<file path="src/common/masr_pkg.sv">
// constants shared by the motor algorithm status register bank
`default_nettype none
package masr_pkg;
    localparam int ADDR_W = 16;
    localparam int DATA_W = 32;
    localparam int STRB_W = DATA_W / 8;
    localparam int IDX_W = 12;
    localparam int PHASE_W = 16;
    localparam int EVT_W = 4;
    localparam int VAL_N = 6;
    // fixed-point scale of every estimate word
    localparam int FRAC_BITS = 27;
    localparam logic [1:0] LANE_ZERO = 2'h0;
    // register indices; byte address is four times the index
    localparam logic [IDX_W-1:0] IDX_SPD_PHASE = 12'h67A;
    localparam logic [IDX_W-1:0] IDX_SPD_VALUE = 12'h684;
    localparam logic [IDX_W-1:0] IDX_POS_PHASE = 12'h6B8;
    localparam logic [IDX_W-1:0] IDX_POS_ANGLE = 12'h6FC;
    localparam logic [IDX_W-1:0] IDX_EMF_D = 12'h742;
    localparam logic [IDX_W-1:0] IDX_EMF_Q = 12'h744;
    localparam logic [IDX_W-1:0] IDX_ROT_SPEED = 12'h752;
    localparam logic [IDX_W-1:0] IDX_ROT_ANGLE = 12'h756;
    localparam logic [IDX_W-1:0] IDX_IRQ_STATUS = 12'h780;
    localparam logic [IDX_W-1:0] IDX_IRQ_ENABLE = 12'h781;
    localparam logic [IDX_W-1:0] IDX_IRQ_CLEAR = 12'h782;
    localparam logic [DATA_W-1:0] RESET_WORD = 32'h00000000;
    localparam logic [PHASE_W-1:0] PHASE_RESET = 16'h0000;
    localparam logic [EVT_W-1:0] EVT_RESET = 4'h0;
    // speed detection phase codes
    localparam logic [PHASE_W-1:0] SPD_INIT = 16'h0000;
    localparam logic [PHASE_W-1:0] SPD_STOP_CHECK = 16'h0001;
    localparam logic [PHASE_W-1:0] SPD_DIR_CHECK = 16'h0002;
    localparam logic [PHASE_W-1:0] SPD_COMPLETE = 16'h0003;
    localparam logic [PHASE_W-1:0] SPD_FAULT = 16'h0004;
    // position detection phase codes, 0h through Ch in sequence
    localparam logic [PHASE_W-1:0] POS_INIT = 16'h0000;
    localparam logic [PHASE_W-1:0] POS_COMPLETE = 16'h000B;
    localparam logic [PHASE_W-1:0] POS_FAULT = 16'h000C;
    // interrupt event bit positions
    localparam int EVT_SPD_DONE = 0;
    localparam int EVT_SPD_FAIL = 1;
    localparam int EVT_POS_DONE = 2;
    localparam int EVT_POS_FAIL = 3;
    localparam logic [1:0] RESP_OKAY = 2'h0;
    localparam logic [1:0] RESP_SLVERR = 2'h2;
    localparam logic [1:0] RESP_DECERR = 2'h3;
endpackage : masr_pkg
`default_nettype wire

</file>
<file path="src/masr_status_regs.sv">
// motor algorithm status bank behind an axi4-lite slave, read-only except the interrupt enable and clear registers
//
// How it works
// RL1 - speed detection phase code in low half, upper half reads zero
// RL2 - speed found during speed detection published as one word
// RL3 - position detection step code 0h..Ch in low half
// RL4 - initial rotor position angle published as one word
// RL5 - direct-axis back-emf estimate published as one word
// RL6 - quadrature-axis back-emf estimate published as one word
// RL7 - estimated rotor speed published as one word
// RL8 - estimated electrical rotor angle published as one word
// RL9 - every status word is zero after reset
// RL10 - host writes to the status words are ignored
// RL11 - each word is replaced whole in a single edge
//
// The AXI4-Lite register port was chosen for this implementation.
`default_nettype none
module masr_status_regs (
    input wire logic CORE_CLK,
    input wire logic RESET_N,
    input wire logic [masr_pkg::ADDR_W-1:0] S_AXI_AWADDR,
    input wire logic S_AXI_AWVALID,
    output logic S_AXI_AWREADY,
    input wire logic [masr_pkg::DATA_W-1:0] S_AXI_WDATA,
    input wire logic [masr_pkg::STRB_W-1:0] S_AXI_WSTRB,
    input wire logic S_AXI_WVALID,
    output logic S_AXI_WREADY,
    output logic [1:0] S_AXI_BRESP,
    output logic S_AXI_BVALID,
    input wire logic S_AXI_BREADY,
    input wire logic [masr_pkg::ADDR_W-1:0] S_AXI_ARADDR,
    input wire logic S_AXI_ARVALID,
    output logic S_AXI_ARREADY,
    output logic [masr_pkg::DATA_W-1:0] S_AXI_RDATA,
    output logic [1:0] S_AXI_RRESP,
    output logic S_AXI_RVALID,
    input wire logic S_AXI_RREADY,
    input wire logic SPD_PHASE_WE,
    input wire logic [masr_pkg::PHASE_W-1:0] SPD_PHASE_IN,
    input wire logic SPD_VALUE_WE,
    input wire logic [masr_pkg::DATA_W-1:0] SPD_VALUE_IN,
    input wire logic POS_PHASE_WE,
    input wire logic [masr_pkg::PHASE_W-1:0] POS_PHASE_IN,
    input wire logic POS_ANGLE_WE,
    input wire logic [masr_pkg::DATA_W-1:0] POS_ANGLE_IN,
    input wire logic EMF_D_WE,
    input wire logic [masr_pkg::DATA_W-1:0] EMF_D_IN,
    input wire logic EMF_Q_WE,
    input wire logic [masr_pkg::DATA_W-1:0] EMF_Q_IN,
    input wire logic ROT_SPEED_WE,
    input wire logic [masr_pkg::DATA_W-1:0] ROT_SPEED_IN,
    input wire logic ROT_ANGLE_WE,
    input wire logic [masr_pkg::DATA_W-1:0] ROT_ANGLE_IN,
    output logic IRQ
);
    localparam int VAL_N = masr_pkg::VAL_N;
    localparam int DATA_W = masr_pkg::DATA_W;
    localparam int PHASE_W = masr_pkg::PHASE_W;
    localparam int EVT_W = masr_pkg::EVT_W;
    localparam int PAD_W = DATA_W - PHASE_W;
    localparam int PAD_E = DATA_W - EVT_W;

    // byte address of a register index
    function automatic logic [masr_pkg::ADDR_W-1:0] byte_addr(
        input logic [masr_pkg::IDX_W-1:0] idx
    );
        return masr_pkg::ADDR_W'({idx, masr_pkg::LANE_ZERO});
    endfunction : byte_addr

    // a phase code is kept only if it is one the sequence can take
    function automatic logic code_ok(
        input logic [PHASE_W-1:0] code,
        input logic [PHASE_W-1:0] last
    );
        return code <= last;
    endfunction : code_ok

    // bus side
    logic wr_fire;
    logic [masr_pkg::ADDR_W-1:0] wr_addr;
    logic [DATA_W-1:0] wr_data;
    logic [masr_pkg::STRB_W-1:0] wr_strb;
    logic [1:0] wr_resp;
    logic [masr_pkg::ADDR_W-1:0] rd_addr;
    logic [DATA_W-1:0] rd_data;
    logic [1:0] rd_resp;

    // stored state
    logic [PHASE_W-1:0] spd_phase_reg;
    logic [PHASE_W-1:0] spd_phase_next;
    logic [PHASE_W-1:0] pos_phase_reg;
    logic [PHASE_W-1:0] pos_phase_next;
    logic [DATA_W-1:0] val_reg [VAL_N];
    logic [DATA_W-1:0] val_in [VAL_N];
    logic [VAL_N-1:0] val_we;

    // phase update strobes and events
    logic spd_take;
    logic pos_take;
    logic [EVT_W-1:0] evt_set;
    logic [EVT_W-1:0] irq_status;
    logic [EVT_W-1:0] irq_enable;

    // read decode
    logic rh_spd_phase;
    logic rh_spd_value;
    logic rh_pos_phase;
    logic rh_pos_angle;
    logic rh_emf_d;
    logic rh_emf_q;
    logic rh_rot_speed;
    logic rh_rot_angle;
    logic rh_irq_status;
    logic rh_irq_enable;
    logic rh_irq_clear;
    logic rd_mapped;

    // write decode
    logic wh_status_bank;
    logic wh_irq_status;
    logic wh_irq_enable;
    logic wh_irq_clear;
    logic clr_we;
    logic en_we;

    masr_axil_slave u_bus (
        .clk(CORE_CLK),
        .rst_n(RESET_N),
        .awaddr(S_AXI_AWADDR),
        .awvalid(S_AXI_AWVALID),
        .awready(S_AXI_AWREADY),
        .wdata(S_AXI_WDATA),
        .wstrb(S_AXI_WSTRB),
        .wvalid(S_AXI_WVALID),
        .wready(S_AXI_WREADY),
        .bresp(S_AXI_BRESP),
        .bvalid(S_AXI_BVALID),
        .bready(S_AXI_BREADY),
        .araddr(S_AXI_ARADDR),
        .arvalid(S_AXI_ARVALID),
        .arready(S_AXI_ARREADY),
        .rdata(S_AXI_RDATA),
        .rresp(S_AXI_RRESP),
        .rvalid(S_AXI_RVALID),
        .rready(S_AXI_RREADY),
        .wr_fire(wr_fire),
        .wr_addr(wr_addr),
        .wr_data(wr_data),
        .wr_strb(wr_strb),
        .wr_resp(wr_resp),
        .rd_addr(rd_addr),
        .rd_data(rd_data),
        .rd_resp(rd_resp)
    );

    // phase words: illegal codes dropped so software never sees them
    assign spd_take = SPD_PHASE_WE
        && code_ok(SPD_PHASE_IN, masr_pkg::SPD_FAULT); // RL1
    assign pos_take = POS_PHASE_WE
        && code_ok(POS_PHASE_IN, masr_pkg::POS_FAULT); // RL3
    assign spd_phase_next = spd_take ? SPD_PHASE_IN : spd_phase_reg;
    assign pos_phase_next = pos_take ? POS_PHASE_IN : pos_phase_reg;

    always_ff @(posedge CORE_CLK) begin
        if (!RESET_N) begin
            spd_phase_reg <= masr_pkg::PHASE_RESET; // RL9
            pos_phase_reg <= masr_pkg::PHASE_RESET; // RL9
        end else begin
            spd_phase_reg <= spd_phase_next;
            pos_phase_reg <= pos_phase_next;
        end
    end

    // estimate words, only the algorithm side can load them
    assign val_we = {
        ROT_ANGLE_WE,
        ROT_SPEED_WE,
        EMF_Q_WE,
        EMF_D_WE,
        POS_ANGLE_WE,
        SPD_VALUE_WE
    };
    assign val_in[0] = SPD_VALUE_IN; // RL2
    assign val_in[1] = POS_ANGLE_IN; // RL4
    assign val_in[2] = EMF_D_IN; // RL5
    assign val_in[3] = EMF_Q_IN; // RL6
    assign val_in[4] = ROT_SPEED_IN; // RL7
    assign val_in[5] = ROT_ANGLE_IN; // RL8

    for (genvar g = 0; g < VAL_N; g++) begin : g_val
        always_ff @(posedge CORE_CLK) begin
            if (!RESET_N) begin
                val_reg[g] <= masr_pkg::RESET_WORD; // RL9
            end else if (val_we[g]) begin
                val_reg[g] <= val_in[g]; // RL11
            end
        end
    end

    // completion and fault of either detection raise an event
    assign evt_set[masr_pkg::EVT_SPD_DONE] =
        spd_take && (SPD_PHASE_IN == masr_pkg::SPD_COMPLETE);
    assign evt_set[masr_pkg::EVT_SPD_FAIL] =
        spd_take && (SPD_PHASE_IN == masr_pkg::SPD_FAULT);
    assign evt_set[masr_pkg::EVT_POS_DONE] =
        pos_take && (POS_PHASE_IN == masr_pkg::POS_COMPLETE);
    assign evt_set[masr_pkg::EVT_POS_FAIL] =
        pos_take && (POS_PHASE_IN == masr_pkg::POS_FAULT);

    // read address decode
    assign rh_spd_phase = rd_addr == byte_addr(masr_pkg::IDX_SPD_PHASE);
    assign rh_spd_value = rd_addr == byte_addr(masr_pkg::IDX_SPD_VALUE);
    assign rh_pos_phase = rd_addr == byte_addr(masr_pkg::IDX_POS_PHASE);
    assign rh_pos_angle = rd_addr == byte_addr(masr_pkg::IDX_POS_ANGLE);
    assign rh_emf_d = rd_addr == byte_addr(masr_pkg::IDX_EMF_D);
    assign rh_emf_q = rd_addr == byte_addr(masr_pkg::IDX_EMF_Q);
    assign rh_rot_speed = rd_addr == byte_addr(masr_pkg::IDX_ROT_SPEED);
    assign rh_rot_angle = rd_addr == byte_addr(masr_pkg::IDX_ROT_ANGLE);
    assign rh_irq_status = rd_addr == byte_addr(masr_pkg::IDX_IRQ_STATUS);
    assign rh_irq_enable = rd_addr == byte_addr(masr_pkg::IDX_IRQ_ENABLE);
    assign rh_irq_clear = rd_addr == byte_addr(masr_pkg::IDX_IRQ_CLEAR);
    assign rd_mapped = rh_spd_phase || rh_spd_value || rh_pos_phase
        || rh_pos_angle || rh_emf_d || rh_emf_q || rh_rot_speed
        || rh_rot_angle || rh_irq_status || rh_irq_enable
        || rh_irq_clear;

    // clear register is write-only and reads zero, but answers OKAY where unmapped space answers DECERR
    assign rd_data =
        ({DATA_W{rh_spd_phase}}
            & {{PAD_W{1'b0}}, spd_phase_reg}) // RL1
        | ({DATA_W{rh_spd_value}} & val_reg[0]) // RL2
        | ({DATA_W{rh_pos_phase}}
            & {{PAD_W{1'b0}}, pos_phase_reg}) // RL3
        | ({DATA_W{rh_pos_angle}} & val_reg[1]) // RL4
        | ({DATA_W{rh_emf_d}} & val_reg[2]) // RL5
        | ({DATA_W{rh_emf_q}} & val_reg[3]) // RL6
        | ({DATA_W{rh_rot_speed}} & val_reg[4]) // RL7
        | ({DATA_W{rh_rot_angle}} & val_reg[5]) // RL8
        | ({DATA_W{rh_irq_status}} & {{PAD_E{1'b0}}, irq_status})
        | ({DATA_W{rh_irq_enable}} & {{PAD_E{1'b0}}, irq_enable});
    assign rd_resp = rd_mapped ? masr_pkg::RESP_OKAY
        : masr_pkg::RESP_DECERR;

    // write address decode
    assign wh_status_bank =
        (wr_addr == byte_addr(masr_pkg::IDX_SPD_PHASE))
        || (wr_addr == byte_addr(masr_pkg::IDX_SPD_VALUE))
        || (wr_addr == byte_addr(masr_pkg::IDX_POS_PHASE))
        || (wr_addr == byte_addr(masr_pkg::IDX_POS_ANGLE))
        || (wr_addr == byte_addr(masr_pkg::IDX_EMF_D))
        || (wr_addr == byte_addr(masr_pkg::IDX_EMF_Q))
        || (wr_addr == byte_addr(masr_pkg::IDX_ROT_SPEED))
        || (wr_addr == byte_addr(masr_pkg::IDX_ROT_ANGLE));
    assign wh_irq_status = wr_addr == byte_addr(masr_pkg::IDX_IRQ_STATUS);
    assign wh_irq_enable = wr_addr == byte_addr(masr_pkg::IDX_IRQ_ENABLE);
    assign wh_irq_clear = wr_addr == byte_addr(masr_pkg::IDX_IRQ_CLEAR);

    // status words have no write path at all; the bus only learns why
    assign wr_resp = (wh_irq_enable || wh_irq_clear)
        ? masr_pkg::RESP_OKAY
        : (wh_status_bank || wh_irq_status) ? masr_pkg::RESP_SLVERR // RL10
        : masr_pkg::RESP_DECERR;

    // event fields sit in byte lane zero
    assign en_we = wr_fire && wh_irq_enable && wr_strb[0];
    assign clr_we = wr_fire && wh_irq_clear && wr_strb[0];

    masr_irq #(
        .N(EVT_W)
    ) u_irq (
        .clk(CORE_CLK),
        .rst_n(RESET_N),
        .evt_set(evt_set),
        .clr_we(clr_we),
        .clr_mask(wr_data[EVT_W-1:0]),
        .en_we(en_we),
        .en_data(wr_data[EVT_W-1:0]),
        .status(irq_status),
        .enable(irq_enable),
        .irq(IRQ)
    );
endmodule : masr_status_regs
`default_nettype wire

</file>
<file path="src/masr_axil_slave.sv">
// axi4-lite slave front end turning bus transfers into single-cycle requests
`default_nettype none
module masr_axil_slave (
    input wire logic clk,
    input wire logic rst_n,
    input wire logic [masr_pkg::ADDR_W-1:0] awaddr,
    input wire logic awvalid,
    output logic awready,
    input wire logic [masr_pkg::DATA_W-1:0] wdata,
    input wire logic [masr_pkg::STRB_W-1:0] wstrb,
    input wire logic wvalid,
    output logic wready,
    output logic [1:0] bresp,
    output logic bvalid,
    input wire logic bready,
    input wire logic [masr_pkg::ADDR_W-1:0] araddr,
    input wire logic arvalid,
    output logic arready,
    output logic [masr_pkg::DATA_W-1:0] rdata,
    output logic [1:0] rresp,
    output logic rvalid,
    input wire logic rready,
    output logic wr_fire,
    output logic [masr_pkg::ADDR_W-1:0] wr_addr,
    output logic [masr_pkg::DATA_W-1:0] wr_data,
    output logic [masr_pkg::STRB_W-1:0] wr_strb,
    input wire logic [1:0] wr_resp,
    output logic [masr_pkg::ADDR_W-1:0] rd_addr,
    input wire logic [masr_pkg::DATA_W-1:0] rd_data,
    input wire logic [1:0] rd_resp
);
    logic aw_held_reg;
    logic w_held_reg;
    logic [masr_pkg::ADDR_W-1:0] aw_addr_reg;
    logic [masr_pkg::DATA_W-1:0] w_data_reg;
    logic [masr_pkg::STRB_W-1:0] w_strb_reg;
    logic aw_take;
    logic w_take;
    logic ar_take;

    assign awready = !aw_held_reg;
    assign wready = !w_held_reg;
    assign aw_take = awvalid && awready;
    assign w_take = wvalid && wready;
    // one write in flight: fire only once the previous response is gone
    assign wr_fire = aw_held_reg && w_held_reg && !bvalid;
    assign wr_addr = aw_addr_reg;
    assign wr_data = w_data_reg;
    assign wr_strb = w_strb_reg;
    assign arready = !rvalid;
    assign ar_take = arvalid && arready;
    assign rd_addr = araddr;

    always_ff @(posedge clk) begin
        if (!rst_n) begin
            aw_held_reg <= 1'b0;
            w_held_reg <= 1'b0;
            aw_addr_reg <= '0;
            w_data_reg <= '0;
            w_strb_reg <= '0;
            bvalid <= 1'b0;
            bresp <= masr_pkg::RESP_OKAY;
        end else begin
            if (aw_take) begin
                aw_held_reg <= 1'b1;
                aw_addr_reg <= awaddr;
            end else if (wr_fire) begin
                aw_held_reg <= 1'b0;
            end
            if (w_take) begin
                w_held_reg <= 1'b1;
                w_data_reg <= wdata;
                w_strb_reg <= wstrb;
            end else if (wr_fire) begin
                w_held_reg <= 1'b0;
            end
            if (wr_fire) begin
                bvalid <= 1'b1;
                bresp <= wr_resp;
            end else if (bready) begin
                bvalid <= 1'b0;
            end
        end
    end

    // read data captured whole in one edge, never half old, half new
    always_ff @(posedge clk) begin
        if (!rst_n) begin
            rvalid <= 1'b0;
            rdata <= masr_pkg::RESET_WORD;
            rresp <= masr_pkg::RESP_OKAY;
        end else if (ar_take) begin
            rvalid <= 1'b1;
            rdata <= rd_data;
            rresp <= rd_resp;
        end else if (rready) begin
            rvalid <= 1'b0;
        end
    end
endmodule : masr_axil_slave
`default_nettype wire

</file>
<file path="src/masr_irq.sv">
// sticky event status with enable mask and one level interrupt
`default_nettype none
module masr_irq #(
    parameter int N = masr_pkg::EVT_W
) (
    input wire logic clk,
    input wire logic rst_n,
    input wire logic [N-1:0] evt_set,
    input wire logic clr_we,
    input wire logic [N-1:0] clr_mask,
    input wire logic en_we,
    input wire logic [N-1:0] en_data,
    output logic [N-1:0] status,
    output logic [N-1:0] enable,
    output logic irq
);
    logic [N-1:0] status_next;

    // a new event in the clearing cycle survives the clear
    assign status_next = (status & ~(clr_we ? clr_mask : '0)) | evt_set;
    assign irq = |(status & enable);

    always_ff @(posedge clk) begin
        if (!rst_n) begin
            status <= '0;
            enable <= '0;
        end else begin
            status <= status_next;
            if (en_we) begin
                enable <= en_data;
            end
        end
    end
endmodule : masr_irq
`default_nettype wire

</file>
<file path="config.mk">
export PLATFORM = sky130hd
export DESIGN_NAME = masr_status_regs
export DESIGN_NICKNAME = d
export VERILOG_FILES = /design/src/common/masr_pkg.sv /design/src/masr_status_regs.sv /design/src/masr_axil_slave.sv /design/src/masr_irq.sv
export SDC_FILE = /design/constraint.sdc
export NUM_CORES = 1
export LEC_CHECK = 0
export BUFFER_PORTS_ARGS = -buffer_cell sky130_fd_sc_hd__buf_2
export CORE_UTILIZATION = 35
export DETAILED_ROUTE_END_ITERATION = 12
export PLACE_DENSITY_LB_ADDON = 0.12
export RECOVER_POWER = 100
export SYNTH_ARGS = -nofsm -noshare
export SYNTH_HDL_FRONTEND = slang
export SYNTH_SLANG_ARGS = --single-unit
</file>
<file path="constraint.sdc">
create_clock -name CORE_CLK -period 4.33 [get_ports CORE_CLK]
set_input_delay 0.2165 -clock CORE_CLK [delete_from_list [all_inputs] [get_ports CORE_CLK]]
set_output_delay 0.2165 -clock CORE_CLK [all_outputs]
set_load 0.005 [all_outputs]
</file>
# Word level (Yosys, flattened, before mapping)
# Memories as Yosys holds them, arrays and structs flattened.
# Index checks and enable logic that the tools add are counted.
[word_totals]
wordCells = 151
ram_bits = 192
input_bits = 307
memories = 1
ff_bits = 101
out_inout_bits = 42
[classes]
eq_ne = 26
mux = 36
magnitude_cmp = 2
reduce_logical = 43
n_bitwise = 29
[memory_table]
columns = ["name", "words", "width", "rd", "rd_clocked_by_memory_dff", "write_ports", "line", "text"]
rows = [
  ["val_reg", 6, 32, 6, 0, 6, "masr_status_regs.sv:93", "logic [DATA_W-1:0] val_reg [VAL_N];"],
]
[op_table]
columns = ["cell", "n"]
rows = [
  ["== test 16 x 13 -> 1 bit (second input constant)", 22],
  ["OR 32 bit", 9],
  ["bitwise AND 32 bit", 6],
  ["2-to-1 mux 32 bit", 6],
  ["bitwise AND 32 x 16 -> 32 bit", 2],
  ["bitwise AND 32 x 4 -> 32 bit", 2],
  ["== test 16 x 4 -> 1 bit (second input constant)", 2],
  ["2-to-1 mux 1 bit", 27],
  ["logical OR 1 bit", 19],
  ["== test 16 x 2 -> 1 bit (second input constant)", 1],
  ["== test 16 x 3 -> 1 bit (second input constant)", 1],
  ["less-or-equal comparator 16 x 3 -> 1 bit (second input constant)", 1],
  ["less-or-equal comparator 16 x 4 -> 1 bit (second input constant)", 1],
  ["logical AND 1 bit", 15],
  ["bitwise AND 4 bit", 2],
  ["nonzero test 2 bit", 4],
  ["OR 1 bit", 6],
  ["logical NOT 1 bit", 4],
  ["2-to-1 mux 2 bit", 2],
  ["2-to-1 mux 4 bit", 1],
  ["inverter 4 bit", 1],
  ["OR 4 bit", 1],
  ["OR reduction 4 bit", 1],
]

# Logic depth before layout (Yosys ltp)
[logic_depth]
ltp_word = 12
mapped_depth = 8
mapped_depth_nobuf = 5

# Modules after synthesis
# A second synthesis with hierarchy kept.
[hier_totals]
hier_cells = 1302
area_unflattened_um2 = 14420.1
[modules_own_cells]
columns = ["mod", "instances", "seq_area_each_um2", "cells_per_inst", "area_per_inst_um2"]
rows = [
  ["masr_status_regs", 1, 6406.1, 849, 10407.5],
  ["masr_axil_slave", 1, 1841.8, 421, 3697.3],
  ["masr_irq", 1, 160.2, 32, 315.3],
]

# Worst setup path before layout
# OpenSTA, ideal clock, no wires.
[synth_path]
path_type = "in2reg"
start = "in POS_PHASE_IN[5] (netlist name)"
end = "reg u_irq.status[3]"
required_time_ps = 4263
setup_time_ps = 67
arrival_ps = 1746
cell_stages = 5
path_buffers = 1
path_slack_ps = 2517
cell_sequence = "or4_4 > or3_1 > buf_6 > or3_4 > o21ai_2"
[synth_between]
elab_chain_len = 4
elab_cells_between_ends = 5
cone_classes = "order compare: 1; eq/ne: 1; bitwise: 1; reduce/logical: 2"
[synth_rtl]
columns = ["item", "line", "text"]
rows = [
  ["start, declared", "masr_status_regs.sv:43", "input wire logic [masr_pkg::PHASE_W-1:0] POS_PHASE_IN,"],
  ["less-or-equal comparator 16 x 4 -> 1 bit", "masr_status_regs.sv:75", "return code <= last;"],
  ["logical AND 1 bit", "masr_status_regs.sv:160", "&& code_ok(POS_PHASE_IN, masr_pkg::POS_FAULT);"],
  ["logical AND 1 bit *", "masr_status_regs.sv:208", "pos_take && (POS_PHASE_IN == masr_pkg::POS_FAULT);"],
  ["OR 4 bit *", "masr_irq.sv:20", "assign status_next = (status & ~(clr_we ? clr_mask : '0)) | evt_set;"],
  ["end signal, assigned", "masr_irq.sv:28", "status <= status_next;"],
  ["end, declared", "masr_irq.sv:13", "output logic [N-1:0] status,"],
]
# Mark *: on every way between the ends. The rest lies on a longest branch, timed or not.
# A chain may end at the register's enable or synchronous reset.

==> flow_summary.yaml <==
run_status:
  status: "finished with violations"
  violations: "max-capacitance violations, max-slew violations"
worst_setup_path:
  cpMostUsedCell: "clkbuf_1"
  critical_path.top_delay_family: "buffers and inverters"
  crit_chain: "clkbuf_1 > nand2b_1 > clkbuf_1"
  cp.arrival_ps: 2790
  required_ps: 4450
  critPathMaxStageDelay_ps: 990
  r2r_slack_ps: 2090
  worstSetupStartpointType: "input pin"
  worst_path_max_delay_cell: "clkbuf_1"
  worstSetupStartpoint: "ROT_ANGLE_WE"
  worst_setup_path_end_kind: "register"
  crit_path_max_fanout: 33
  cp_num_buf_inv: 2
  reg2reg_from: "u_bus.wr_addr[15]"
  crit_type: "in -> reg"
clock_tree:
  clock_sinks: 292
  clk_pin_slew_ps: 50
  cts-root-buf: "clkbuf_16"
  clock_latency_ps: 500
  ctsHoldBuffers: 30
  clk_path_buf_depth: 3
  cts_setup_buffers: 0
  cts_made_buffers: 35
  cts_tree: "yes"
  cts_resized: 0
  htreeDepth: 2
synthesis:
  synth_ff_type: "edfxtp_1"
  synth_top_area_share_pct: 45.5
  synthXorXnorAreaFrac_pct: 0.138
  synthAdderAreaFrac_pct: 0
  synth.most_common_cell: "and3_1"
  ys_ff_latch: 292
  synth_top_area_cell: "edfxtp_1"
  yosys_warnings: 0
  synth_simple_gate_area_share_pct: 18.0
  syn_nets: 1359
  yosys-top-cells-area: "edfxtp_1 (46%), dfxtp_1 (16%), and3_1 (10%)"
  async_flop_share_pct: 0
  synth_edf_count: 192
  ys_seq_area_share_pct: 61.3
  synth_top_family_by_area: "simple AND/OR/NAND/NOR gates"
  synth_compound_gate_area_share_pct: 13.6
  avgSynthCellArea_um2: 12.0
  syn_area_um2: 12700
  postSynthCellCount: 1052
  ys_types: 59
  muxShareOfSynthArea_pct: 3.92
  netlist_top_cells_count: "and3_1 (205), edfxtp_1 (192), dfxtp_1 (100)"
cells_and_area:
  regArea_um2: 7770
  fillCellCount: 3399
  drive_above_1_share_pct: 25.1
  layout.nets: 1663
  multi_input_area_um2: 4500
  largest_reg_flops: 192
  fin_util_pct: 44.6
  final_cell_area_um2: 15900
  layout-area-overhead-vs-synth_pct: 25.4
timing:
  hold_violations: 0
  worstMarginPinSlew_ps: 2400
  slew_headroom_pct: -60.2
  max_freq_mhz: 373
  fin_skew_ps: 8.26
  maxSlewViolCount: 194
  post-route-min-period_ps: 2680
  fin_setup_tns_ps: 0
  fin_ws_ps: 1650
  rsz0062_at_grt: "false"
  post-route-period-util_pct: 61.9
  setup_viol: 0
pwr:
  clkPwrFrac_pct: 42.2
  intPower_mw: 5.07
  swShare_pct: 22.7
  power.density_nw_per_um2: 413
  power.total_mw: 6.55
  p_comb_share_pct: 8.3
  peakVddDrop_uv: 338
  power.switching_mw: 1.48
  seqPwrFrac_pct: 49.5
  leakagePower_nw: 6.85
grt:
  grt_max_degree: 91
  grt_pass1_vias: 9475
  grt_first_pass_wirelength_mm: 56.5
  gr-total-overflow: 0
  antenna_found_initial: 10
  grt_usage_pct: 20.6
route:
  wl_per_cell_um: 20.9
  drt_first_iter_violations: 654
  first_pass_iters: 5
  vias_per_cell: 5.22
  drt.antenna.violating_nets: 0
  wl_mm: 38.5
  drc: 0
  num_vias: 9630
placement:
  placed_cell_area_um2: 14600
  hpwl_mm: 26.3
  place.gp.congestion: 0.771
  io_buffer_count: 317
  pre_cts_slack_ps: 1800
floorplanning:
  fp.dieW_um: 192
  die_h_um: 192
  pin_count: 349
  core_um2: 35600
  num_rows: 69
  dieArea_um2: 36900
  initial_utilization_pct: 35.6
run:
  max_cap_violations: 6
hold_path:
  hp-start: "S_AXI_BREADY"
  holdCritPathClass: "in -> reg"
-- cell usage in the layout (no fill, tap or decap), types with 4 or more instances in the layout --
cell type / n
and3_1: 205
buf_4: 10
nor4_1: 9
dlygate4sd3_1: 30
and2_1: 9
and2_0: 8
clkbuf_1: 59
o21ai_0: 44
nand3b_1: 5
mux2i_1: 44
nand2b_1: 8
nand2_1: 64
nor3_1: 6
a31oi_1: 32
buf_2: 271
a22o_1: 45
a2bb2oi_1: 28
o21a_1: 5
a21oi_1: 5
mux2_2: 5
edfxtp_1: 192
a221oi_1: 16
nor2b_1: 19
nor4b_1: 5
nand4_1: 4
a21boi_0: 20
clkinv_2: 6
clkinv_1: 6
clkbuf_16: 37
a22oi_1: 26
nor2_1: 12
dfxtp_1: 100
-- routing by layer --
layer	global-route usage (%)	share of wire [%]	wire length, um	vias up
met5	0	0.24	93	-
met4	4.75	1.8	705	14
met3	4.88	6.8	2610	63
met2	34.3	47	18200	307
met1	26.9	44	16900	4582
li1	-	-	-	4664
-- per-stage QoR --
stage,hold slack (ps),cells
after floorplan,332,1052
after global placement,442,1750
after detailed placement,446,1750
after CTS,0.473,1843
after global routing,9.95,1843
final,20.1,1846
-- path summary, 6_finish.rpt --
check / end / depth (start not counted)
hold reg to reg: spd_phase_reg[8] / 1
setup reg to reg: u_irq.enable[1] / 4
setup / recovery: val_reg[5][3] / 3
hold / removal: u_bus.bvalid / 3
-- worst register-to-register path: stages, from the launching register on --
cell	delay (ps)
dfxtp_1	310
or4_1	600
nor4_1	900
mux2i_1	270
nor2b_1	60
-- cell type report --
type	count	share of cell area, %
repair buffers	361	12.1
flip-flops and latches	292	48.9
well taps	461	3.63
clock buffers	49	6.24
multi-input cells	663	28.4
diodes	3	0.0473
clock inverters	14	0.567
inverters	3	0.0709
-- power groups by stage --
| stage | Clock (mW) | Combinational (mW) | Sequential [mW] |
|---|---|---|---|
| 2_1_floorplan | 0 | 0.266 | 3.27 |
| 3_3_place_gp | 0 | 0.536 | 3.29 |
| 3_5_place_dp | 0 | 0.541 | 3.29 |
| 4_1_cts | 2.84 | 0.564 | 3.24 |
| 5_1_grt | 2.95 | 0.601 | 3.26 |
| 6_report | 2.77 | 0.544 | 3.24 |
-- cells by family after synthesis --
family	count (synthesis)
flip-flops	292
XOR/XNOR	2
AND/OR/NAND/NOR	379
multiplexers	49
buffers and inverters	97
AO/OA/AOI/OAI	233
Note: power is estimated with default switching activity, not from simulation.
